$ cat src/hdl/regbuf_consts.svh
`ifndef REGBUF_CONSTS_SVH
`define REGBUF_CONSTS_SVH

// Command/address word: address 16, bank 3, ras, cas, we.
`define CA_BITS      22
`define ADDR_BITS    16
`define BANK_BITS    3
`define CKE_BITS     2
`define ODT_BITS     2
`define RANK_BITS    4
`define FIFO_DEPTH   8
`define FIFO_AW      3
// Register-access opcode: all four rank selects asserted (active low).
`define RANK_ALL_ON  4'h0
`define RANK_NONE    4'hf
`define RANK_PAIR_NONE 2'h3

`endif

$ cat src/hdl/regbuf_pkg.sv
package regbuf_pkg;
`include "regbuf_consts.svh"

   typedef struct packed {
      logic [`ADDR_BITS-1:0] addr;
      logic [`BANK_BITS-1:0] bank;
      logic                  rasN;
      logic                  casN;
      logic                  weN;
   } cmd_s;

   typedef struct packed {
      cmd_s                  cmd;
      logic [`CKE_BITS-1:0]  cke;
      logic [`ODT_BITS-1:0]  odt;
      logic [`RANK_BITS-1:0] rankN;
   } word_s;

   localparam int WORD_W = $bits(word_s);

endpackage : regbuf_pkg

$ cat src/hdl/word_fifo.sv
`timescale 1ns/1ps
module word_fifo #(
   parameter int WIDTH = 8,
   parameter int DEPTH = 8,
   parameter int AW    = 3
) (
   // Clock and reset.
   input  wire logic             clk,
   input  wire logic             reset_n,
   // Filling side.
   input  wire logic             inValid,
   output logic                  inReady,
   input  wire logic [WIDTH-1:0] inData,
   // Draining side.
   output logic                  outValid,
   input  wire logic             outReady,
   output logic      [WIDTH-1:0] outData
);
   logic [WIDTH-1:0] mem [DEPTH];
   logic [AW-1:0]    wrPtr_reg;
   logic [AW-1:0]    rdPtr_reg;
   logic [AW:0]      count_reg;
   wire              doWrite = inValid && inReady;
   wire              doRead  = outValid && outReady;

   assign inReady  = (count_reg != (AW+1)'(DEPTH));
   assign outValid = (count_reg != '0);
   assign outData  = mem[rdPtr_reg];

   always_ff @(posedge clk) begin
      if (doWrite) begin
         mem[wrPtr_reg] <= inData;
      end
   end

   always_ff @(posedge clk or negedge reset_n) begin
      if (!reset_n) begin
         wrPtr_reg <= '0;
         rdPtr_reg <= '0;
         count_reg <= '0;
      end else begin
         if (doWrite) wrPtr_reg <= wrPtr_reg + 1'b1;
         if (doRead)  rdPtr_reg <= rdPtr_reg + 1'b1;
         count_reg <= count_reg + (AW+1)'(doWrite) - (AW+1)'(doRead);
      end
   end
endmodule : word_fifo

$ cat src/hdl/registered_cmd_addr_parity.sv
`timescale 1ns/1ps
// What this block does
// - Capture inputs on rising clock crossing.
// - Drive command, address, enables and termination on two copies.
// - Two-rank mode: duplicate two rank selects.
// - Quad mode: four rank selects, one each.
// - Re-drive word or access internal control.
// - Even parity compared with next-cycle parity_in.
// - Mismatch pulls parity_error_n low.
// - Exclude enables, termination, rank selects.
// - Check only when a rank select asserted.
// - Back mount keeps input termination enabled.
// - Quad select pin pulled up internally.
`include "regbuf_consts.svh"

module registered_cmd_addr_parity
   import regbuf_pkg::*;
(
   // Clock and reset.
   input  wire logic                  clk,
   input  wire logic                  reset_n,
   // Straps.
   input  wire logic                  quadSelectEnablePin,
   input  wire logic                  quadSelectPinDriven,
   input  wire logic                  backMountSelect,
   // Host command and address inputs.
   input  wire cmd_s                  cmdIn,
   input  wire logic [`CKE_BITS-1:0]  clockEnableIn,
   input  wire logic [`ODT_BITS-1:0]  terminationCtrlIn,
   input  wire logic [`RANK_BITS-1:0] rankSelectInN,
   input  wire logic                  parityIn,
   // Downstream stall from the output drivers.
   input  wire logic                  outReady,
   output logic                       inReady,
   // Output copies, side A and side B.
   output cmd_s                       cmdOutA,
   output cmd_s                       cmdOutB,
   output logic [`CKE_BITS-1:0]       ckeOutA,
   output logic [`CKE_BITS-1:0]       ckeOutB,
   output logic [`ODT_BITS-1:0]       odtOutA,
   output logic [`ODT_BITS-1:0]       odtOutB,
   output logic [1:0]                 rankSelectOutAN,
   output logic [1:0]                 rankSelectOutBN,
   output logic [`RANK_BITS-1:0]      rankSelectOutN,
   output logic                       outValid,
   // Internal control access strobe.
   output logic                       ctrlAccess,
   output cmd_s                       ctrlWord,
   // Termination and parity error (open drain).
   output logic                       inputTermination,
   output logic                       parityErrorOut,
   output logic                       parityErrorOe
);
   // Two-flop synchronisers for the straps; they come from pins.
   logic [2:0] strapMeta_reg;
   logic [2:0] strap_reg;
   logic       quadMode_reg;
   logic       quadMode_next;

   word_s      cap_reg;
   logic       capValid_reg;
   logic       capCheck_reg;
   logic       capParity_reg;

   word_s      fifoOut;
   logic       fifoValid;
   logic       fifoReady;
   logic       fifoInReady;

   // Pull-up: an undriven strap reads high and so selects two-rank mode.
   wire quadPinLevel = strap_reg[1] ? strap_reg[0] : 1'b1;
   assign quadMode_next = ~quadPinLevel;

   // A strap change reaches the mode three clocks after the pin moves; the
   // straps are meant to be static, so words in flight are not realigned.
   always_ff @(posedge clk or negedge reset_n) begin
      if (!reset_n) begin
         strapMeta_reg <= '0;
         strap_reg     <= '0;
         quadMode_reg  <= 1'b0;
      end else begin
         strapMeta_reg <= {backMountSelect, quadSelectPinDriven,
                           quadSelectEnablePin};
         strap_reg     <= strapMeta_reg;
         quadMode_reg  <= quadMode_next;
      end
   end

   // Rank selects in two-rank mode use only the low two inputs.
   wire [`RANK_BITS-1:0] rankMasked = quadMode_reg ? rankSelectInN :
                                      {`RANK_PAIR_NONE, rankSelectInN[1:0]};
   wire                  anyRank    = (rankMasked != `RANK_NONE);
   wire                  isCtrl     = (rankMasked == `RANK_ALL_ON);
   // Parity over command and address only.
   wire                  calcParity = ^cmdIn;

   // Every clock's word but a control access enters the FIFO while it has room; idle clocks carry no rank select
   // and pass through as such, which keeps the output latency fixed.
   // Captured at the rising edge of the true clock.
   always_ff @(posedge clk or negedge reset_n) begin
      if (!reset_n) begin
         cap_reg       <= '0;
         capValid_reg  <= 1'b0;
         capCheck_reg  <= 1'b0;
         capParity_reg <= 1'b0;
      end else begin
         cap_reg       <= '{cmdIn, clockEnableIn, terminationCtrlIn,
                            rankMasked};
         capValid_reg  <= fifoInReady && !isCtrl;
         capCheck_reg  <= anyRank;
         capParity_reg <= calcParity;
      end
   end

   // Parity arrives one clock after its word.
   wire mismatch = capCheck_reg && (capParity_reg != parityIn);

   // The error is a one-clock pulse per failing word rather than a latched
   // flag, so whoever listens must watch the pin on every clock.
   always_ff @(posedge clk or negedge reset_n) begin
      if (!reset_n) begin
         parityErrorOe  <= 1'b0;
         parityErrorOut <= 1'b0;
      end else begin
         parityErrorOe  <= mismatch;
         parityErrorOut <= 1'b0;
      end
   end

   // ctrlWord follows the bus every clock; ctrlAccess marks a real access.
   always_ff @(posedge clk or negedge reset_n) begin
      if (!reset_n) begin
         ctrlAccess       <= 1'b0;
         ctrlWord         <= '0;
         inputTermination <= 1'b1;
      end else begin
         ctrlAccess       <= isCtrl;
         ctrlWord         <= cmdIn;
         inputTermination <= strap_reg[2] | (|terminationCtrlIn);
      end
   end

   // Eight words absorb a downstream stall; beyond that, words are dropped.
   word_fifo #(
      .WIDTH (WORD_W),
      .DEPTH (`FIFO_DEPTH),
      .AW    (`FIFO_AW)
   ) outFifo (
      .clk      (clk),
      .reset_n  (reset_n),
      .inValid  (capValid_reg),
      .inReady  (fifoInReady),
      .inData   (cap_reg),
      .outValid (fifoValid),
      .outReady (fifoReady),
      .outData  (fifoOut)
   );

   // A word leaves the FIFO whenever the output register is empty or taken.
   assign fifoReady = outReady || !outValid;

   // The ready seen outside lags the FIFO by one clock; the capture gating
   // uses the FIFO's own flag, so no word is lost to that lag.
   always_ff @(posedge clk or negedge reset_n) begin
      if (!reset_n) begin
         inReady <= 1'b0;
      end else begin
         inReady <= fifoInReady;
      end
   end

   // Rank-select fan-out: pairs in two-rank mode, singles in quad mode.
   wire [1:0]            rankPairN = fifoOut.rankN[1:0];
   wire [`RANK_BITS-1:0] rankQuadN = quadMode_reg ? fifoOut.rankN :
                                     `RANK_NONE;

   always_ff @(posedge clk or negedge reset_n) begin
      if (!reset_n) begin
         outValid <= 1'b0;
      end else if (fifoReady) begin
         outValid <= fifoValid;
      end
   end

   // Side A copy.
   always_ff @(posedge clk or negedge reset_n) begin
      if (!reset_n) begin
         cmdOutA         <= '0;
         ckeOutA         <= '0;
         odtOutA         <= '0;
         rankSelectOutAN <= `RANK_PAIR_NONE;
      end else if (fifoReady) begin
         cmdOutA         <= fifoOut.cmd;
         ckeOutA         <= fifoOut.cke;
         odtOutA         <= fifoOut.odt;
         rankSelectOutAN <= rankPairN;
      end
   end

   // Side B copy; it mirrors side A bit for bit.
   always_ff @(posedge clk or negedge reset_n) begin
      if (!reset_n) begin
         cmdOutB         <= '0;
         ckeOutB         <= '0;
         odtOutB         <= '0;
         rankSelectOutBN <= `RANK_PAIR_NONE;
      end else if (fifoReady) begin
         cmdOutB         <= fifoOut.cmd;
         ckeOutB         <= fifoOut.cke;
         odtOutB         <= fifoOut.odt;
         rankSelectOutBN <= rankPairN;
      end
   end

   // Quad-mode singles; they stay deasserted in two-rank mode.
   always_ff @(posedge clk or negedge reset_n) begin
      if (!reset_n) begin
         rankSelectOutN <= `RANK_NONE;
      end else if (fifoReady) begin
         rankSelectOutN <= rankQuadN;
      end
   end
endmodule : registered_cmd_addr_parity

$ cat config.mk
export PLATFORM = sky130hd
export DESIGN_NAME = registered_cmd_addr_parity
export DESIGN_NICKNAME = d
export VERILOG_FILES = /design/src/hdl/regbuf_pkg.sv /design/src/hdl/word_fifo.sv /design/src/hdl/registered_cmd_addr_parity.sv
export VERILOG_INCLUDE_DIRS = /design/src /design/src/hdl
export SDC_FILE = /design/constraint.sdc
export NUM_CORES = 1
export LEC_CHECK = 0
export ABC_AREA = 1
export BUFFER_PORTS_ARGS = -buffer_cell sky130_fd_sc_hd__buf_2
export CAP_MARGIN = 20
export CORE_UTILIZATION = 40
export DETAILED_ROUTE_END_ITERATION = 8
export PLACE_DENSITY = 0.6
export SETUP_SLACK_MARGIN = 0.1
export SKIP_LAST_GASP = 1
export SYNTH_ARGS = -nofsm -noshare
export SYNTH_HDL_FRONTEND = slang
export SYNTH_SLANG_ARGS = --single-unit
$ cat constraint.sdc
create_clock -name clk -period 4.15 [get_ports clk]
set_input_delay 0.415 -clock clk [delete_from_list [all_inputs] [get_ports clk]]
set_output_delay 0.415 -clock clk [all_outputs]
set_load 0.01 [all_outputs]
==> After elaboration in Yosys (flattened, before gate mapping) <==
Memory sizes are Yosys's and may differ from the RTL's.
Index checks and enable logic that the tools add are counted.
{ "totals": {"input_bits": 37, "output_inout_bits": 88, "ramBits": 240, "reg_bits": 87, "memories": 1, "elab_cells": 57} }
{ "mem_list": {"columns": ["name", "depth", "width", "read_ports", "rd_ports_with_merged_regs", "write_ports", "line", "rtl"], "rows": [
  ["outFifo.mem", 8, 30, 1, 0, 1, "word_fifo.sv:19", "logic [WIDTH-1:0] mem [DEPTH];"]
]} }
{ "op_classes": {"reduce_logical": 11, "eq_ne": 3, "bitwise": 2, "addsub": 4, "n_mux": 5} }
{ "op_table": {"columns": ["op", "n"], "rows": [
  ["$reduce_xor 22->1", 1],
  ["$mux 4", 2],
  ["$ne 4x4->1 const B", 2],
  ["$add 3x1->3 const B", 2],
  ["$add 4x1->4", 1],
  ["$logic_and 1x1->1", 4],
  ["$logic_not 4->1", 1],
  ["$reduce_bool 4->1", 1],
  ["$sub 4x1->4", 1],
  ["$mux 1", 3],
  ["$logic_not 1->1", 2],
  ["$reduce_or 2->1", 1],
  ["$logic_or 1x1->1", 1],
  ["$ne 1x1->1", 1],
  ["$not 1->1", 1],
  ["$or 1x1->1", 1]
]} }

==> Longest topological paths before layout <==
Gate-level depths: netlist (run 1).
{ "depth": {"ltp_word": 4, "ltp_mapped": 11, "ltp_nobuf": 11} }

==> Cells and area by module <==
Synthesis (run 1) repeated with hierarchy kept, for this count alone.
{ "hier_totals": {"hier_cells": 1453, "hier_area_um2": 14292.5} }
{ "modules_own_cells": {"columns": ["module", "cells_per_inst", "area_per_inst_um2", "seq_area_each_um2", "n_inst"], "rows": [
  ["word_fifo", 1104, 11038.1, 7457.2, 1],
  ["registered_cmd_addr_parity", 349, 3254.4, 1935.6, 1]
]} }

==> Least setup slack after synthesis (run 1) <==
OpenSTA, ideal clock, no wires.
{ "synth_path": {"path_type": "reg-to-reg", "startpoint": "register outFifo.count_reg[2]", "endpoint": "memory outFifo.mem[0][0] (netlist name), enable pin", "path_stages_with_launch": 7, "setup_time_ns": 0.417, "required_time_ns": 3.733, "synth_period_minus_slack_ns": 2.750, "path_slack_ns": 1.400, "n_path_buf": 0, "t_arrival_ns": 2.333, "cell_sequence": "dfrtp_1 > inv_1 > ha_1 > nand3_1 > nand2_1 > or2_2 > nor2_1"} }
{ "synth_between": {"elab_chain_len": 4} }
{ "synth_rtl": {"columns": ["element", "line", "rtl"], "rows": [
  ["from (decl)", "word_fifo.sv:22", "logic [AW:0] count_reg;"],
  ["from (signal assigned)", "word_fifo.sv:44", "count_reg <= count_reg + (AW+1)'(doWrite) - (AW+1)'(doRead);"],
  ["$ne 4x4->1", "word_fifo.sv:26", "assign inReady = (count_reg != (AW+1)'(DEPTH));"],
  ["via fifoInReady", "registered_cmd_addr_parity.sv:68", "logic fifoInReady;"],
  ["$logic_and 1x1->1", "word_fifo.sv:23", "wire doWrite = inValid && inReady;"],
  ["$mux 1", "word_fifo.sv:31", "if (doWrite) begin"],
  ["$mux 1 (not written as such)", "word_fifo.sv:32", "mem[wrPtr_reg] <= inData;"],
  ["to (decl)", "word_fifo.sv:19", null]
]} }
The timed path passes the listed nets, and every way through them passes these cells.

==> Worst setup path after layout (run 1) <==
{ "layout_path": {"startpoint": "register outValid", "endpoint": "register outFifo.count_reg[2]"} }
{ "layout_between": {"elab_chain_len": 4} }
{ "layout_rtl": {"columns": ["element", "line", "rtl"], "rows": [
  ["from (decl)", "registered_cmd_addr_parity.sv:45", "output logic outValid,"],
  ["from (signal assigned)", "registered_cmd_addr_parity.sv:181", "outValid <= fifoValid;"],
  ["$logic_not 1->1", "registered_cmd_addr_parity.sv:160", "assign fifoReady = outReady || !outValid;"],
  ["$logic_or 1x1->1", "registered_cmd_addr_parity.sv:160", null],
  ["$logic_and 1x1->1", "word_fifo.sv:24", "wire doRead = outValid && outReady;"],
  ["via outFifo.doRead", "word_fifo.sv:24", null],
  ["$sub 4x1->4", "word_fifo.sv:44", null]
]} }
The timed path passes the listed nets, and every way through them passes these cells.
A chain may end at the register's enable or synchronous reset.

==> results of run 1 <==
-- path summary, 6_finish.rpt --
path | end | slack (ps) | cells after the start
worst min register to register | strap_reg[1] | 350 | 0
worst max register to register | outFifo.count_reg[2] | 1510 | 12
max in group asynchronous | cmdOutA[5] | 3240 | 2
min in group clk | strapMeta_reg[0] | 20 | 1
worst max-delay path | outFifo.count_reg[2] | 1510 | 12
worst min-delay path | capCheck_reg | 9 | 1
-- cell families after synthesis --
kind of cell | after synthesis | share of synthesized area [%]
simple gates | 352 | 10.9
flops | 327 | 72.4
compound gates | 176 | 8.49
buf+inv | 138 | 6.38
xor+xnor | 13 | 0.878
fa+ha+maj | 9 | 0.926
other cells | 1 | 0.0289
-- routing by layer --
layer / track usage, % / wire length [um] / up-vias
met5: 0 / 0 / -
met4: 4.37 / 414 / 0
met3: 2.59 / 1330 / 29
met2: 29.1 / 13600 / 186
met1: 23.4 / 12600 / 3828
li1: - / - / 3705
-- cell type report --
cell class                 count  area [um^2]  area share (%)
sequential                   327         9400            62.9
timing repair buffer         141          856            5.72
clock buffer                  49         1010            6.77
multi-input combinational    551         2820            18.8
clock inverter                13          225            1.51
inverter                      37          141           0.946
tap                          402          503            3.36
-- placed cells by master (no fill, tap or decap), types with 11 or more instances in the layout --
master                      count
sky130_fd_sc_hd__buf_2        122
sky130_fd_sc_hd__buf_4         11
sky130_fd_sc_hd__clkbuf_16     38
sky130_fd_sc_hd__dfrtp_1       78
sky130_fd_sc_hd__edfxtp_1     240
sky130_fd_sc_hd__inv_1         29
sky130_fd_sc_hd__nand2_1      167
sky130_fd_sc_hd__nand3_1       49
sky130_fd_sc_hd__nor2_1       116
sky130_fd_sc_hd__o21ai_0       75
sky130_fd_sc_hd__o21ai_1       38
sky130_fd_sc_hd__o221ai_1      52
-- critical path, cell delays in order, from the launching register on --
cell	delay, ps
sky130_fd_sc_hd__dfrtp_1	340
sky130_fd_sc_hd__inv_1	60
sky130_fd_sc_hd__nor2_4	70
sky130_fd_sc_hd__buf_4	370
sky130_fd_sc_hd__inv_2	40
sky130_fd_sc_hd__buf_4	300
sky130_fd_sc_hd__nand2_1	210
sky130_fd_sc_hd__inv_2	70
sky130_fd_sc_hd__ha_1	270
sky130_fd_sc_hd__inv_1	40
sky130_fd_sc_hd__ha_1	200
sky130_fd_sc_hd__fa_1	400
sky130_fd_sc_hd__xor2_1	150
-- per-stage QoR --
| step | utilization (%) | hold slack, ps |
|---|---|---|
| 2_1_floorplan | - | 119 |
| 3_3_place_gp | 42.7 | 333 |
| 3_5_place_dp | 43.0 | 341 |
| 4_1_cts | 46.9 | 1.84 |
| 5_1_grt | 47.1 | 6.53 |
| 6_report | 47.1 | 8.82 |
-- what timing repair did --
item                                    4_1_cts  5_1_grt
hold endpoints to repair                      1        1
endpoints found under the setup margin        0        0
buffers inserted                              0        0
hold buffers                                  1        1
-- power by group through the flow --
stage | registers (W) | clock network [W] | logic (W)
final | 0.00489 | 0.00331 | 0.00341
after CTS | 0.00491 | 0.00337 | 0.00342
after global routing | 0.00499 | 0.00352 | 0.00380
after detailed placement | 0.00497 | 0 | 0.00340
after floorplan | 0.00492 | 0 | 0.00241
after global placement | 0.00496 | 0 | 0.00329
==> reports/qor.json, run 1 <==
{
  "diode_insertion_count_for_antenna_repair": {"value": 0},
  "worst-path-max-fanout": {"value": 34},
  "worstHoldPathType": {"value": "in2async"},
  "ctsRootBufferMaster": {"value": "sky130_fd_sc_hd__clkbuf_16"},
  "number_of_max_cap_violations": {"value": 0},
  "hpwl_detailed": {"value": 15700, "unit": "um"},
  "clk_pin_slew": {"value": 60, "unit": "ps"},
  "grt_pass1_wl": {"value": 43800, "unit": "um"},
  "synth-async-reset-ratio": {"value": 26.6, "unit": "%"},
  "ios": {"value": 125},
  "critPathLaunch": {"value": "outValid"},
  "initialDrtViolationCount": {"value": 695},
  "p_comb_share": {"value": 29.4, "unit": "%"},
  "die_w": {"value": 182, "unit": "um"},
  "synth_top_cell_area_share": {"value": 55.6, "unit": "%"},
  "timing.fmax": {"value": 0.379, "unit": "GHz"},
  "worst-slew-pin-transition": {"value": 1070, "unit": "ps"},
  "biggestRegsByFlops": {"value": "outFifo.mem (240), ctrlWord (22), cmdOutB (18)"},
  "timing.final.setup_violations": {"value": 0},
  "yosys-top-cells-area": {"value": "sky130_fd_sc_hd__edfxtp_1 (56%), sky130_fd_sc_hd__dfrtp_1 (15%), sky130_fd_sc_hd__nand2_1 (4.8%), sky130_fd_sc_hd__nor2_1 (3.6%), sky130_fd_sc_hd__o221ai_1 (3.5%)"},
  "initial_core_util": {"value": 40.9, "unit": "%"},
  "total_switching_power": {"value": 0.00393, "unit": "W"},
  "vdd_ir_drop_max": {"value": 0.000397, "unit": "V"},
  "fp.coreArea": {"value": 31700, "unit": "um^2"},
  "max-slew-margin-rel": {"value": 28.2, "unit": "%"},
  "synth.avg_cell_area": {"value": 12.8, "unit": "um^2"},
  "final.setup_skew": {"value": 9.97, "unit": "ps"},
  "max_reg_flops": {"value": 240},
  "drt_pre_antenna_iters": {"value": 5},
  "routed_wirelength": {"value": 28000, "unit": "um"},
  "fp.dieArea": {"value": 33200, "unit": "um^2"},
  "power_density": {"value": 777, "unit": "nW/um^2"},
  "placement.io_buffers": {"value": 123},
  "final_max_slew_viol_count": {"value": 0},
  "h-tree-depth": {"value": 2},
  "netSwitchingFraction": {"value": 33.8, "unit": "%"},
  "share_clk_of_total_power": {"value": 28.5, "unit": "%"},
  "synth-seq-cells": {"value": 327},
  "drt-vias-per-instance": {"value": 5.10},
  "fin_nets": {"value": 1139},
  "yosysSeqAreaShare": {"value": 72.4, "unit": "%"},
  "design_power_total": {"value": 0.0116, "unit": "W"},
  "outcome": {"value": "completed"},
  "postSynth.topFlopCell": {"value": "sky130_fd_sc_hd__edfxtp_1"},
  "design_area": {"value": 15000, "unit": "um^2"},
  "finalCriticalPeriod": {"value": 2640, "unit": "ps"},
  "regToRegStartpoint": {"value": "outValid"},
  "place_congestion": {"value": 0.738},
  "tritoncts_buffer_count": {"value": 35},
  "synth.lib_cells_used.distinct": {"value": 35},
  "syn_area": {"value": 13000, "unit": "um^2"},
  "cts_tree": {"value": "done"},
  "rsz0062_at_grt": {"value": "no"},
  "post_layout_nonfiller_instances": {"value": 1520},
  "synth_common_cells": {"value": "sky130_fd_sc_hd__edfxtp_1 (240), sky130_fd_sc_hd__nand2_1 (167), sky130_fd_sc_hd__nor2_1 (124)"},
  "power.share.sequential": {"value": 42.1, "unit": "%"},
  "post_cts_resize_count": {"value": 0},
  "global_route.usage.total": {"value": 17.2, "unit": "%"},
  "critical_path.startpoint_type": {"value": "flop"},
  "drive_above_1_share": {"value": 20.3, "unit": "%"},
  "count_of_warnings_emitted_by_yosys": {"value": 0},
  "registers.top_by_ff_count": {"value": "outFifo.mem"},
  "setup_tns": {"value": 0, "unit": "ps"},
  "placement_rows": {"value": 65},
  "globalRouteOverflowTotal": {"value": 0},
  "yosysTopAreaCell": {"value": "sky130_fd_sc_hd__edfxtp_1"},
  "cts-root-to-sink-buffers": {"value": 3},
  "power.leakage": {"value": 5.72, "unit": "nW"},
  "fin_ws": {"value": 1510, "unit": "ps"},
  "synthesis.instances": {"value": 1016},
  "detailed_place.area": {"value": 13600, "unit": "um^2"},
  "power.internal": {"value": 0.00769, "unit": "W"},
  "post_route_clock_period_utilization": {"value": 63.6, "unit": "%"},
  "via_count": {"value": 7748},
  "synthMostInstantiatedCell": {"value": "sky130_fd_sc_hd__edfxtp_1"},
  "die_h": {"value": 182, "unit": "um"},
  "drc": {"value": 0},
  "clk-insertion-delay-late": {"value": 500, "unit": "ps"},
  "syn2layout_area_growth": {"value": 15.3, "unit": "%"},
  "crit_path_end_kind": {"value": "flop"},
  "clock-sinks": {"value": 327},
  "grt_pass1_vias": {"value": 7585},
  "detail_route.wl_per_cell": {"value": 18.4, "unit": "um"},
  "placed_cells_incl_taps": {"value": 1453},
  "placement.setup.worst_slack": {"value": 1310, "unit": "ps"},
  "num-fill-cells": {"value": 2821},
  "crit_arrival": {"value": 3020, "unit": "ps"},
  "synth_edf_count": {"value": 240},
  "antenna_violations_before_repair": {"value": 0},
  "pin_count_of_the_biggest_net_entering_global_routing": {"value": 90},
  "final_hold_viol_count": {"value": 0},
  "timing_worst_setup_path_type": {"value": "reg2reg"},
  "synth_nets": {"value": 1062},
  "cp.required": {"value": 4530, "unit": "ps"},
  "antenna_violating_nets_post_route": {"value": 0}
}
(Power assumes the default switching activity.)
==> run 2: changes to the inputs <==
Settings changed: PLACE_DENSITY 0.6 to 0.62.
Clock period 4.15 ns to 2.4 ns, I/O delays scaled along.
==> run 2 against run 1 <==
Against the previous run: sequential power increased by 70%; fmax increased by 28%; clock skew increased by 3.9 ps; worst hold slack improved by 160 ps; sequential cell count unchanged; die area unchanged; via count increased by 3.2%; register-to-register slack got worse by 1200 ps; total power increased by 70%; wire length increased by 1.4%; core utilization increased by 0.90 points; clock power increased by 55%; critical path type unchanged.
==> reports/qor.json, run 2 (same netlist as run 1, synthesis figures left out) <==
{
  "outcome": {"value": "completed"},
  "cts-root-to-sink-buffers": {"value": 3, "change": "unchanged"},
  "num-fill-cells": {"value": 2790, "change": "-1.1%"},
  "grt_pass1_wl": {"value": 44900, "unit": "um", "change": "+2.5%"},
  "biggestRegsByFlops": {"value": "outFifo.mem (240), ctrlWord (22), cmdOutB (18)"},
  "final_max_slew_viol_count": {"value": 0, "change": "unchanged"},
  "cp.required": {"value": 2780, "unit": "ps", "change": "-1750 ps"},
  "syn2layout_area_growth": {"value": 17.5, "unit": "%"},
  "post_cts_resize_count": {"value": 0, "change": "unchanged"},
  "initialDrtViolationCount": {"value": 628, "change": "-9.6%"},
  "multi_input_comb_area": {"value": 2820, "unit": "um^2", "change": "unchanged"},
  "fin_nets": {"value": 1179, "change": "+3.5%"},
  "diode_insertion_count_for_antenna_repair": {"value": 0, "change": "unchanged"},
  "drive_above_1_share": {"value": 20.1, "unit": "%", "change": "-0.18 points"},
  "clock-sinks": {"value": 327, "change": "unchanged"},
  "fp.dieArea": {"value": 33200, "unit": "um^2", "change": "unchanged"},
  "h-tree-depth": {"value": 2, "change": "unchanged"},
  "max-slew-margin-rel": {"value": 51.3, "unit": "%", "change": "+23 points"},
  "placed_cells_incl_taps": {"value": 1464, "change": "+0.76%"},
  "clk_pin_slew": {"value": 60, "unit": "ps", "change": "about the same"},
  "post-cts-setup-buffer-count": {"value": 0, "change": "unchanged"},
  "tritoncts_buffer_count": {"value": 34, "change": "-2.9%"},
  "global_route.usage.total": {"value": 17.5, "unit": "%", "change": "+0.25 points"},
  "cts-hold-fix-buffers": {"value": 35, "change": "+34"},
  "antenna_violations_before_repair": {"value": 0, "change": "unchanged"},
  "antenna_violating_nets_post_route": {"value": 0, "change": "unchanged"},
  "post_layout_nonfiller_instances": {"value": 1560, "change": "+2.6%"},
  "finalCriticalPeriod": {"value": 2060, "unit": "ps", "change": "-584 ps"},
  "placement_rows": {"value": 65, "change": "unchanged"},
  "post_route_clock_period_utilization": {"value": 85.7, "unit": "%", "change": "+22 points"},
  "crit_arrival": {"value": 2440, "unit": "ps", "change": "-580 ps"},
  "storage_element_area": {"value": 9400, "unit": "um^2", "change": "unchanged"},
  "drt-vias-per-instance": {"value": 5.13, "change": "+0.55%"},
  "critPathSlowestCell": {"value": "sky130_fd_sc_hd__fa_1"},
  "registers.top_by_ff_count": {"value": "outFifo.mem"},
  "ios": {"value": 125, "change": "unchanged"},
  "max_reg_flops": {"value": 240, "change": "unchanged"},
  "power.leakage": {"value": 5.85, "unit": "nW", "change": "+2.2%"},
  "most_frequent_cell_on_the_critical_path": {"value": "sky130_fd_sc_hd__ha_1"},
  "hpwl_detailed": {"value": 16300, "unit": "um", "change": "+4.0%"},
  "drc": {"value": 0, "change": "unchanged"},
  "placement.setup.worst_slack": {"value": 333, "unit": "ps", "change": "-974 ps"},
  "fp.coreArea": {"value": 31700, "unit": "um^2", "change": "unchanged"},
  "place_congestion": {"value": 0.757, "change": "+2.6%"},
  "drt_pre_antenna_iters": {"value": 5, "change": "unchanged"},
  "ctsRootBufferMaster": {"value": "sky130_fd_sc_hd__clkbuf_16"},
  "globalRouteOverflowTotal": {"value": 0, "change": "unchanged"},
  "timing.fmax": {"value": 0.486, "unit": "GHz", "change": "+28%"},
  "hold-worst-slack": {"value": 173, "unit": "ps", "change": "+164 ps"},
  "timing_worst_setup_path_type": {"value": "reg2reg"},
  "vdd_ir_drop_max": {"value": 0.000711, "unit": "V", "change": "+79%"},
  "layout.cells.most_common_list": {"value": "sky130_fd_sc_hd__edfxtp_1 (240), sky130_fd_sc_hd__nand2_1 (167), sky130_fd_sc_hd__buf_2 (122)"},
  "worst-slew-pin-transition": {"value": 730, "unit": "ps", "change": "-344 ps"},
  "critical_path.startpoint_type": {"value": "flop"},
  "placement.io_buffers": {"value": 123, "change": "unchanged"},
  "number_of_max_cap_violations": {"value": 0, "change": "unchanged"},
  "power_density": {"value": 1290, "unit": "nW/um^2", "change": "+66%"},
  "worstHoldPathType": {"value": "in2reg"},
  "crit_path_cell_chain": {"value": "inv_1, ha_1, nand3_1, nand2_1, inv_2, ha_1, inv_1, ha_1, fa_1, xor2_1"},
  "rsz0062_at_grt": {"value": "no"},
  "cts_tree": {"value": "done"},
  "die_w": {"value": 182, "unit": "um", "change": "unchanged"},
  "worst_path_largest_cell_delay": {"value": 400, "unit": "ps", "change": "about the same"},
  "fin_ws": {"value": 343, "unit": "ps", "change": "-1170 ps"},
  "worst-path-max-fanout": {"value": 4, "change": "-88%"},
  "crit_path_end_kind": {"value": "flop"},
  "final.setup_skew": {"value": 13.9, "unit": "ps", "change": "+3.89 ps"},
  "routed_wirelength": {"value": 28400, "unit": "um", "change": "+1.4%"},
  "final_util": {"value": 48.0, "unit": "%", "change": "+0.90 points"},
  "pin_count_of_the_biggest_net_entering_global_routing": {"value": 122, "change": "+36%"},
  "die_h": {"value": 182, "unit": "um", "change": "unchanged"},
  "timing.final.setup_violations": {"value": 0, "change": "unchanged"},
  "initial_core_util": {"value": 40.9, "unit": "%", "change": "unchanged"},
  "clk-insertion-delay-late": {"value": 500, "unit": "ps", "change": "about the same"},
  "mostFrequentLayoutCell": {"value": "sky130_fd_sc_hd__edfxtp_1"},
  "grt_pass1_vias": {"value": 7951, "change": "+4.8%"},
  "detail_route.wl_per_cell": {"value": 18.2, "unit": "um", "change": "-1.2%"},
  "via_count": {"value": 7996, "change": "+3.2%"},
  "final_hold_viol_count": {"value": 0, "change": "unchanged"}
}
-- run 2: routing by layer --
| metal | vias to the layer above | GRT usage [%] | share of wire, % |
|---|---|---|---|
| met5 | - | 0 | 0 |
| met2 | 216 | 29.2 | 48 |
| li1 | 3785 | - | - |
| met3 | 34 | 2.61 | 4.6 |
| met4 | 0 | 5.18 | 1.8 |
| met1 | 3961 | 23.8 | 45 |
-- run 2: path summary, 6_finish.rpt --
check                                          start                    to  slack [ps]  cells past startpoint
worst max-delay path            outFifo.count_reg[2]  outFifo.count_reg[2]         340                     10
worst min-delay path                        outReady              outValid         170                      5
worst max register to register  outFifo.count_reg[2]  outFifo.count_reg[2]         340                     10
worst min register to register      strapMeta_reg[2]          strap_reg[2]         350                      0
max in group asynchronous                    reset_n           ctrlWord[6]        1420                      3
min in group asynchronous                    reset_n      strapMeta_reg[2]         340                      2
-- run 2: layout make-up --
class	count	share of cell area, %
sequential	327	61.7
multi-input combinational	551	18.5
timing repair buffer	182	8.44
clock buffer	47	6.37
clock inverter	14	0.805
tap	402	3.30
inverter	37	0.928
-- run 2: through the flow --
step | cell area, um^2 | total power (W) | setup TNS, ps
final | 15200 | 0.0197 | 0
after global routing | 15200 | 0.0209 | 0
after CTS | 15200 | 0.0199 | 0
after detailed placement | 13800 | 0.0147 | 0
after global placement | 13800 | 0.0146 | 0
after floorplan | 13000 | 0.0127 | -42010
-- run 2: worst max-delay path, delay by kind of cell, from the launching register on --
family        cells  cell delay, ps
flops             1             360
fa+ha+maj         4            1030
buf+inv           3             200
xor+xnor          1             150
simple gates      2             200
-- run 2: power by group --
part	leakage, nW	internal (W)	switching [W]
sequential	3.19	0.00778	0.000546
combinational	2.13	0.00207	0.00416
clock	0.532	0.00305	0.00208
total	5.85	0.0129	0.00679
